<file path="src/core/asc_pkg.sv">
/*
  Package for the host-side controller of an asynchronous 256K x 4 static RAM.
  Holds the geometry, the timing figures of the selected speed grade and the
  controller state encoding. Assumes a 25 MHz controller clock.
*/
package asc_pkg;

  // geometry
  localparam int ADDR_W    = 18;
  localparam int DATA_W    = 4;
  localparam int WORDS     = 262144;

  // clock
  localparam int CLK_PS    = 40000;

  // speed grade figures, in ns (slowest grade, safe for all parts)
  localparam int READ_CYCLE_MIN_NS               = 25;
  localparam int ADDRESS_ACCESS_MAX_NS           = 25;
  localparam int OUTPUT_ENABLE_ACCESS_MAX_NS     = 10;
  localparam int OUTPUT_HOLD_MIN_NS              = 4;
  localparam int WRITE_CYCLE_MIN_NS              = 25;
  localparam int WRITE_PULSE_MIN_NS              = 15;
  localparam int WRITE_DATA_SETUP_MIN_NS         = 10;
  localparam int WRITE_TO_HIGH_Z_MAX_NS          = 9;
  localparam int OUTPUT_ACTIVE_AFTER_WRITE_MIN_NS = 4;

  // cycle counts: least times round up, longest settle waits too
  localparam int unsigned RD_ACCESS_NS =
    (ADDRESS_ACCESS_MAX_NS > OUTPUT_ENABLE_ACCESS_MAX_NS) ?
    ADDRESS_ACCESS_MAX_NS : OUTPUT_ENABLE_ACCESS_MAX_NS;
  localparam int unsigned RD_ACCESS_CYC  = (RD_ACCESS_NS * 1000 + CLK_PS - 1) / CLK_PS;
  localparam int unsigned RD_CYCLE_CYC   = (READ_CYCLE_MIN_NS * 1000 + CLK_PS - 1) / CLK_PS;
  localparam int unsigned WP_OE_LOW_NS   =
    WRITE_TO_HIGH_Z_MAX_NS + OUTPUT_ACTIVE_AFTER_WRITE_MIN_NS;
  localparam int unsigned WP_NS          =
    (WRITE_PULSE_MIN_NS > WP_OE_LOW_NS) ? WRITE_PULSE_MIN_NS : WP_OE_LOW_NS;
  localparam int unsigned WP_CYC         = (WP_NS * 1000 + CLK_PS - 1) / CLK_PS;
  localparam int unsigned DW_CYC         =
    (WRITE_DATA_SETUP_MIN_NS * 1000 + CLK_PS - 1) / CLK_PS;
  localparam int unsigned WC_CYC         = (WRITE_CYCLE_MIN_NS * 1000 + CLK_PS - 1) / CLK_PS;
  localparam int unsigned HZ_CYC         =
    (WRITE_TO_HIGH_Z_MAX_NS * 1000 + CLK_PS - 1) / CLK_PS;

  localparam int CNT_W = 4;
  localparam logic [CNT_W-1:0] CNT_ZERO = 4'h0;
  localparam logic [CNT_W-1:0] CNT_ONE  = 4'h1;

  typedef enum logic [2:0] {
    ASC_IDLE  = 3'b000,
    ASC_RD    = 3'b001,
    ASC_RDREC = 3'b010,
    ASC_WRHZ  = 3'b011,
    ASC_WR    = 3'b100,
    ASC_WRREC = 3'b101
  } asc_state_e;

endpackage

</file>
<file path="src/core/asc_ctrl.sv">
/*
  Host-side controller for an asynchronous 256K x 4 static RAM.
  Takes single-word read and write requests on a valid/ready port and
  sequences chip select, output enable, write enable, address and the
  bidirectional data pins. Assumes the memory's pins are wired straight to
  these ports and that the pin level is resolved outside from data_oe.
*/
`timescale 1ns/10ps

// Overview of operation
// RL1 - reads use select low, output enable low, write enable high
// RL2 - writes drive data while select and write enable are both low
// RL3 - idle selected state with both enables high leaves pins undriven
// RL4 - select held high between accesses keeps memory in standby
// RL5 - a write lasts only while select and write enable overlap low
// RL6 - address changes only while write enable or select is high
// RL7 - select falls before write enable so memory never drives
// RL8 - write pulse covers high-z delay plus output-active time
// RL9 - controller drives data only after memory has released the pins
// RL10 - address is set on the same edge select falls, so address access time governs
// RL11 - successive reads are spaced by the minimum read cycle
// RL12 - read data sampled no earlier than address access time
// RL13 - read data sampled no earlier than output enable access time
// RL14 - read data captured before address moves on
// RL15 - successive writes are spaced by the minimum write cycle
// RL16 - write enable held low at least the minimum pulse width
// RL17 - write data valid the setup time before write ends, zero hold
// RL18 - controller waits the write high-z delay before driving data
// RL19 - memory holds 256K words of 4 bits on a shared data port
// RL20 - address is 18 bits; no refresh activity is ever issued
module asc_ctrl
  import asc_pkg::*;
(
  // clock and reset
  input  wire logic                        clk,
  input  wire logic                        resetn,
  // request port
  input  wire logic                        req_valid,
  output logic                             req_ready,
  input  wire logic                        req_write,
  input  wire logic [asc_pkg::ADDR_W-1:0]  req_addr,
  input  wire logic [asc_pkg::DATA_W-1:0]  req_wdata,
  // read answer
  output logic                             rsp_valid,
  output logic [asc_pkg::DATA_W-1:0]       rsp_rdata,
  // memory pins
  output logic                             mem_cs_n,
  output logic                             mem_oe_n,
  output logic                             mem_we_n,
  output logic [asc_pkg::ADDR_W-1:0]       mem_addr,
  input  wire logic [asc_pkg::DATA_W-1:0]  data_in,
  output logic [asc_pkg::DATA_W-1:0]       data_out,
  output logic                             data_oe
);
  import asc_pkg::*;

  localparam logic [CNT_W-1:0] RD_ACC = CNT_W'(RD_ACCESS_CYC);
  localparam logic [CNT_W-1:0] RD_REC = CNT_W'((RD_CYCLE_CYC > RD_ACCESS_CYC) ?
                                               (RD_CYCLE_CYC - RD_ACCESS_CYC) : 1);
  localparam logic [CNT_W-1:0] WR_HZ  = CNT_W'(HZ_CYC);
  localparam logic [CNT_W-1:0] WR_PUL = CNT_W'((WP_CYC > DW_CYC) ? WP_CYC : DW_CYC);
  localparam logic [CNT_W-1:0] WR_REC = CNT_W'((WC_CYC > HZ_CYC + WP_CYC) ?
                                               (WC_CYC - HZ_CYC - WP_CYC) : 1);

  logic rst_n;

  asc_rst_sync asc_rst_sync_inst (
    .clk        (clk),
    .resetn     (resetn),
    .rst_sync_n (rst_n)
  );

  asc_state_e            state_q, state_d;
  logic [CNT_W-1:0]      cnt_q, cnt_d;
  logic                  cs_n_q, cs_n_d;
  logic                  oe_n_q, oe_n_d;
  logic                  we_n_q, we_n_d;
  logic                  doe_q, doe_d;
  logic [ADDR_W-1:0]     addr_q, addr_d;
  logic [DATA_W-1:0]     wdata_q, wdata_d;
  logic [DATA_W-1:0]     rdata_q, rdata_d;
  logic                  rsp_q, rsp_d;
  logic                  cnt_done;

  assign cnt_done  = (cnt_q == CNT_ONE);
  assign req_ready = (state_q == ASC_IDLE);

  always_comb
  begin
    state_d = state_q;
    cnt_d   = (cnt_q == CNT_ZERO) ? CNT_ZERO : cnt_q - CNT_ONE;
    cs_n_d  = cs_n_q;
    oe_n_d  = oe_n_q;
    we_n_d  = we_n_q;
    doe_d   = doe_q;
    addr_d  = addr_q;
    wdata_d = wdata_q;
    rdata_d = rdata_q;
    rsp_d   = 1'b0;
    unique case (state_q)
      ASC_IDLE:
      begin
        // standby: select high, enables high, pins undriven
        cs_n_d = 1'b1; // see RL4
        oe_n_d = 1'b1; // see RL3
        we_n_d = 1'b1;
        doe_d  = 1'b0;
        if (req_valid)
        begin
          // address moves only while write enable is high
          addr_d  = req_addr; // see RL6
          wdata_d = req_wdata;
          if (req_write)
          begin
            // select falls now, write enable one edge later
            cs_n_d  = 1'b0; // see RL7
            oe_n_d  = 1'b1;
            state_d = ASC_WRHZ;
            cnt_d   = WR_HZ; // see RL18
          end
          else
          begin
            // address and select change on the same edge, so address access time governs
            cs_n_d  = 1'b0; // see RL10
            oe_n_d  = 1'b0; // see RL1
            state_d = ASC_RD;
            cnt_d   = RD_ACC; // see RL12
          end
        end
      end
      ASC_RD:
      begin
        if (cnt_done)
        begin
          // capture before the address or select can move
          rdata_d = data_in; // see RL13
          rsp_d   = 1'b1; // see RL14
          cs_n_d  = 1'b1;
          oe_n_d  = 1'b1;
          state_d = ASC_RDREC;
          cnt_d   = RD_REC; // see RL11
        end
      end
      ASC_RDREC:
      begin
        if (cnt_done)
          state_d = ASC_IDLE;
      end
      ASC_WRHZ:
      begin
        // oe is high so memory never drives; still wait out high-z time
        if (cnt_done)
        begin
          we_n_d  = 1'b0; // see RL2
          doe_d   = 1'b1; // see RL9
          state_d = ASC_WR;
          cnt_d   = WR_PUL; // see RL16 RL8 RL17
        end
      end
      ASC_WR:
      begin
        if (cnt_done)
        begin
          // end write on both edges together; data removed with zero hold
          we_n_d  = 1'b1; // see RL5
          cs_n_d  = 1'b1;
          doe_d   = 1'b0;
          state_d = ASC_WRREC;
          cnt_d   = WR_REC; // see RL15
        end
      end
      ASC_WRREC:
      begin
        if (cnt_done)
          state_d = ASC_IDLE;
      end
      default:
      begin
        state_d = ASC_IDLE;
      end
    endcase
  end

  // no refresh: memory is static, state only leaves ASC_IDLE on a request
  always_ff @(posedge clk or negedge rst_n)
  begin
    if (!rst_n)
    begin
      state_q <= ASC_IDLE;
      cnt_q   <= CNT_ZERO;
      cs_n_q  <= 1'b1;
      oe_n_q  <= 1'b1;
      we_n_q  <= 1'b1;
      doe_q   <= 1'b0;
      addr_q  <= '0;
      wdata_q <= '0;
      rdata_q <= '0;
      rsp_q   <= 1'b0;
    end
    else
    begin
      state_q <= state_d;
      cnt_q   <= cnt_d;
      cs_n_q  <= cs_n_d;
      oe_n_q  <= oe_n_d;
      we_n_q  <= we_n_d;
      doe_q   <= doe_d;
      addr_q  <= addr_d; // see RL20 RL19
      wdata_q <= wdata_d;
      rdata_q <= rdata_d;
      rsp_q   <= rsp_d;
    end
  end

  assign mem_cs_n  = cs_n_q;
  assign mem_oe_n  = oe_n_q;
  assign mem_we_n  = we_n_q;
  assign mem_addr  = addr_q;
  assign data_out  = wdata_q;
  assign data_oe   = doe_q;
  assign rsp_valid = rsp_q;
  assign rsp_rdata = rdata_q;

endmodule

</file>
<file path="src/core/asc_rst_sync.sv">
/*
  Reset release synchroniser for the SRAM controller.
  Assumes an active-low asynchronous reset and a free running clock.
*/
`timescale 1ns/10ps
module asc_rst_sync (
  // clock and raw reset
  input  wire logic clk,
  input  wire logic resetn,
  // released copy
  output logic      rst_sync_n
);

  logic meta_q;
  logic meta_d;
  logic sync_q;
  logic sync_d;

  always_comb
  begin
    meta_d = 1'b1;
    sync_d = meta_q;
  end

  // assert asynchronously, release after two edges
  always_ff @(posedge clk or negedge resetn)
  begin
    if (!resetn)
    begin
      meta_q <= 1'b0;
      sync_q <= 1'b0;
    end
    else
    begin
      meta_q <= meta_d;
      sync_q <= sync_d;
    end
  end

  assign rst_sync_n = sync_q;

endmodule

</file>
<file path="config.mk">
export PLATFORM = sky130hd
export DESIGN_NAME = asc_ctrl
export DESIGN_NICKNAME = d
export VERILOG_FILES = /design/src/core/asc_pkg.sv /design/src/core/asc_ctrl.sv /design/src/core/asc_rst_sync.sv
export SDC_FILE = /design/constraint.sdc
export NUM_CORES = 1
export LEC_CHECK = 0
export CAP_MARGIN = 10
export CORE_ASPECT_RATIO = 0.8
export CORE_UTILIZATION = 60
export CTS_BUF_LIST = sky130_fd_sc_hd__clkbuf_16
export DETAILED_ROUTE_END_ITERATION = 6
export DONT_BUFFER_PORTS = 1
export PLACE_DENSITY_LB_ADDON = 0.2
export SETUP_SLACK_MARGIN = 0.2
export SLEW_MARGIN = 5
export SYNTH_ARGS = -nofsm -noshare
export SYNTH_HDL_FRONTEND = slang
export SYNTH_HIERARCHICAL = 1
export SYNTH_SLANG_ARGS = --single-unit
</file>
<file path="constraint.sdc">
create_clock -name clk -period 1.3 [get_ports clk]
set_input_delay 0.26 -clock clk [delete_from_list [all_inputs] [get_ports clk]]
set_output_delay 0.26 -clock clk [all_outputs]
set_load 0.02 [all_outputs]
</file>
# [After elaboration in Yosys (flattened, before gate mapping)]
# Cells that the tools add are included.
[totals] ff_bits=40 output_inout_bits=32
[op_classes] n_addsub=1 n_eq_ne=12 n_mux=22 reduce_logical=14
[op_table] cell="$mux W3" count=5
[op_table] cell="$pmux W3 S5" count=1
[op_table] cell="$mux W4" count=3
[op_table] cell="$ne A2 B2 Y1 const B" count=4
[op_table] cell="$pmux W4 S2" count=1
[op_table] cell="$reduce_and A2 Y1" count=4
[op_table] cell="$mux W1" count=7
[op_table] cell="$eq A3 B2 Y1 const B" count=2
[op_table] cell="$eq A3 B3 Y1 const B" count=2
[op_table] cell="$pmux W1 S3" count=2
[op_table] cell="$reduce_and A5 Y1" count=1
[op_table] cell="$eq A4 B1 Y1 const B" count=1
[op_table] cell="$logic_not A4 Y1" count=1
[op_table] cell="$ne A2 B1 Y1 const B" count=2
[op_table] cell="$pmux W1 S2" count=2
[op_table] cell="$reduce_bool A2 Y1" count=2
[op_table] cell="$reduce_or A2 Y1" count=2
[op_table] cell="$sub A4 B1 Y4 const B" count=1
[op_table] cell="$eq A3 B1 Y1 const B" count=1
[op_table] cell="$logic_not A3 Y1" count=1
[op_table] cell="$reduce_and A3 Y1" count=1
[op_table] cell="$reduce_bool A3 Y1" count=1
[op_table] cell="$reduce_or A3 Y1" count=1
[op_table] cell="$mux W2" count=1

# [Longest topological paths before layout]
[depth] depth_word=4 depth_mapped=6

# [Hierarchy]
# Netlist, hierarchy kept.
[modules_own_cells] mod="asc_ctrl" n_inst=1 cells_per_inst=163 area_each_um2=1635.3 seq_area_each_um2=954.7
[modules_own_cells] mod="asc_rst_sync" n_inst=1 cells_per_inst=3 area_each_um2=53.8 seq_area_each_um2=50.0

# [Worst setup path after synthesis]
# OpenSTA, ideal clock, no wires.
[synth_path] path_type="register to register" startpoint="reg state_q[0]" endpoint="reg addr_q[13] (netlist: mem_addr[13])" setup_ns=0.117 arrival_ns=1.348 path_slack_ns=-0.164 stages_incl_launch_ff=7 synth_period_minus_slack_ns=1.464 cell_sequence="dfrtp_1 -> buf_6 -> or4b_4 -> buf_6 -> buf_6 -> nand2_1 -> nand2_1"
[synth_between] elab_chain_len=2
[synth_lines] element="start: declaration" line="asc_ctrl.sv:73" source="asc_state_e state_q, state_d;"
[synth_lines] element="start signal: assignment" line="asc_ctrl.sv:202" source="state_q <= state_d;"
[synth_lines] element="$logic_not A3 Y1" line="asc_ctrl.sv:100" source="unique case (state_q)"
[synth_lines] element="$reduce_and A2 Y1 (no line)"
[synth_lines] element="end signal: assignment" line="asc_ctrl.sv:208" source="addr_q <= addr_d;"
[synth_lines] element="end: declaration" line="asc_ctrl.sv:79" source="logic [ADDR_W-1:0] addr_q, addr_d;"
# No other way between the ends.
# A chain may end at the register's enable or synchronous reset.

# [Worst setup path in the final report]
[layout_path] startpoint="reg state_q[0]" endpoint="reg wdata_q[1] (netlist: data_out[1])"
[layout_between] elab_chain_len=2
[layout_lines] element="$logic_not A3 Y1" line="asc_ctrl.sv:100"
[layout_lines] element="$reduce_and A2 Y1 (no line)"
[layout_lines] element="end signal: assignment" line="asc_ctrl.sv:209" source="wdata_q <= wdata_d;"
[layout_lines] element="end: declaration" line="asc_ctrl.sv:80" source="logic [DATA_W-1:0] wdata_q, wdata_d;"
# No other way between the ends.

==> impl_metrics.env <==
export IMPL_max_freq_mhz=681
export IMPL_setup_tns_final_ns=-3.54
export IMPL_avgSynthCellArea_um2=10.2
export IMPL_startpoint_type="register"
export IMPL_final_setup_skew_ns=0.00432
export IMPL_slew_violations=0
export IMPL_cp_required_ns=1.47
export IMPL_rsz0062_at_grt="yes"
export IMPL_place_ws_ns=-0.169
export IMPL_io_buffer_count=0
export IMPL_die_y_um=49.5
export IMPL_drv_cap=0
export IMPL_critical_path_top_delay_family="simple AND/OR/NAND/NOR gates"
export IMPL_synthCells=166
export IMPL_period_needed_ns=1.47
export IMPL_clk_path_buf_depth=2
export IMPL_diodes=0
export IMPL_cts_made_buffers=5
export IMPL_netlist_cell_type_count=31
export IMPL_ir_drop_v=0.00168
export IMPL_synth_common_cells="nand2_1 (71), dfrtp_1 (37), o21ai_0 (6)"
export IMPL_timing_critical_path_arrival_ns=1.64
export IMPL_status="complete, but fails checks"
export IMPL_ant_nets=0
export IMPL_slowest_stage="or4b_4"
export IMPL_synth_fp_nets=196
export IMPL_clkTransAtPathRegs_ns=0.06
export IMPL_wl_per_cell_um=17.7
export IMPL_die_area_um2=3030
export IMPL_drt_iter0_drc=63
export IMPL_pin_count=62
export IMPL_yosysMostFrequentCell="nand2_1"
export IMPL_utilization_pct=83.7
export IMPL_crit_fanout=17
export IMPL_crit_top_cell="nand2_1"
export IMPL_synth_edf_count=0
export IMPL_ys_flop_type="dfrtp_1"
export IMPL_synth_warnings=6
export IMPL_track_usage_pct=26.8
export IMPL_gp_congestion=0.849
export IMPL_first_global_vias=1304
export IMPL_p_leak_nw=1.04
export IMPL_grt_overflow=0
export IMPL_area_growth_synth_to_final_pct=27.0
export IMPL_critPathBufInv=1
export IMPL_core_area_um2=2560
export IMPL_dr_pass1_iters=6
export IMPL_grt_pass1_wl_um=5780
export IMPL_drive_gt1_share_pct=35.8
export IMPL_synth_top_cell_by_area="dfrtp_1"
export IMPL_powerDensity_nw_per_um2=2800
export IMPL_ys_async_sr_fraction_pct=100
export IMPL_fin_nets=216
export IMPL_cts_tree="built"
export IMPL_setup_ws_ns=-0.168
export IMPL_yosys_top_cells_area="dfrtp_1 (55%), nand2_1 (16%), dfstp_2 (4.7%)"
export IMPL_antenna_found_initial=0
export IMPL_synth_top_area_share_pct=54.8
export IMPL_root_buffer="clkbuf_16"
export IMPL_reg2reg_slack_ns=-0.17
export IMPL_yosysSeqAreaShare_pct=59.5
export IMPL_cts_num_sinks=40
export IMPL_start_util_pct=65.9
export IMPL_netlist_area_um2=1690
export IMPL_fin_area_um2=2150
export IMPL_grt_max_degree=26
export IMPL_crit_type="register to register"
export IMPL_wl_um=3950
export IMPL_hold_path_class="input pin to register"
export IMPL_viasPerCell=5.82
export IMPL_synth_seq_cells=40
export IMPL_violations="negative setup slack"
export IMPL_dp_hpwl_um=2410
export IMPL_worst_setup_path_end_kind="register"
export IMPL_fp_dieW_um=61.3
export IMPL_finalHoldViolations=0
export IMPL_htreeDepth=2
export IMPL_setup_violations=33
export IMPL_fin_crit_sh_pct=113
export IMPL_drc=0
export IMPL_clock_latency_ns=0.28
export IMPL_placementRows=16
export IMPL_slowest_delay_ns=0.62
export IMPL_path_cells="or4b_4 > buf_12 > nand2_1 > nand2_1"
export IMPL_vias=1298
export IMPL_place_area_um2=1830
## through the flow
| step | hold WS [ns] | instances | power, W |
|---|---|---|---|
| finish | 0.0879 | 223 | 0.00601 |
| global placement | -0.0355 | 207 | 0.00412 |
| CTS | 0.0886 | 217 | 0.00570 |
| floorplan | -0.0356 | 166 | 0.00388 |
| global route | 0.0874 | 223 | 0.00627 |
| detailed placement | -0.0355 | 207 | 0.00422 |
## worst register-to-register path, cell delays in order, from the launching register on
cell,delay [ns]
dfrtp_1,0.37
or4b_4,0.62
buf_12,0.19
nand2_1,0.11
nand2_1,0.06
## placed cells by master (no fill, tap or decap), drive strengths merged, types with 2 or more instances in the layout
master  synthesis  final
nor2            4      4
nand3           6      6
mux2            4      4
nand2          71     71
buf             7     21
clkinv          0      2
a21oi           2      2
clkbuf          3      6
o21bai          2      2
nor3            3      3
or4b            2      2
dfstp           3      3
nor4b           2      2
dfrtp          37     37
o21ai           6      6
## where the power goes
group / switching (W) / total [W] / internal [W]
registers: 0.000922 / 0.00270 / 0.00178
clock network: 0.000459 / 0.00136 / 0.000900
logic: 0.00107 / 0.00195 / 0.000886
## state kept, by name, indices dropped and copies added (netlist names)
name                          count
asc_rst_sync_inst/meta_q          1
mem_we_n                          1
mem_oe_n                          1
rsp_rdata                         4
data_out                          4
cnt_q                             4
asc_rst_sync_inst/rst_sync_n      1
data_oe                           1
mem_addr                         18
rsp_valid                         1
mem_cs_n                          1
state_q                           3
## layer usage
layer	up-vias	global-route usage, %	part of all wire [%]
met5	-	0	0
met4	0	8.33	2.9
met3	13	7.35	6.8
met2	78	45.5	53
met1	624	32.7	37
li1	583	-	-
## worst paths after layout
| path | start | endpoint | cells past startpoint |
|---|---|---|---|
| setup / recovery | state_q[0]$_DFFE_PN0P_ | data_out[1]$_DFFE_PN0P_ | 4 |
| hold / removal | req_addr[15] | mem_addr[15]$_DFFE_PN0P_ | 2 |
| setup reg to reg | state_q[0]$_DFFE_PN0P_ | data_out[1]$_DFFE_PN0P_ | 4 |
| hold reg to reg | asc_rst_sync_inst/rst_sync_n$_DFF_PN0_ | cnt_q[3]$_DFF_PN0_ | 0 |
| max in group asynchronous | asc_rst_sync_inst/rst_sync_n$_DFF_PN0_ | mem_addr[13]$_DFFE_PN0P_ | 1 |
| min in group asynchronous | asc_rst_sync_inst/rst_sync_n$_DFF_PN0_ | cnt_q[3]$_DFF_PN0_ | 0 |
## logic make-up (layout without fill, tap and decap cells)
group / Yosys count / count (layout) / share of synthesized area, %
AND/OR/NAND/NOR: 92 / 92 / 25.6
buffers and inverters: 11 / 32 / 4.44
other: 1 / 1 / 0.222
multiplexers: 5 / 5 / 3.26
flip-flops: 40 / 40 / 59.5
AO/OA/AOI/OAI: 17 / 17 / 7.04
## layout make-up
cell class | instances | area, µm²
fill | 150 | 417
sequential | 40 | 1010
timing repair buffer | 23 | 216
clock buffer | 5 | 125
tap | 36 | 45.0
clock inverter | 3 | 42.5
inverter | 1 | 3.75
multi-input combinational | 115 | 706
## what timing repair did
action | in CTS | in global routing
setup buffers | 1 | 6
cloned | 0 | 0
gates resized for setup | 7 | 19
hold endpoints to repair | 2 | 0
endpoints found under the setup margin | 42 | 42
hold buffers | 1 | 0
pin swaps | 6 | 6
Power figures use the tool's default switching activity.
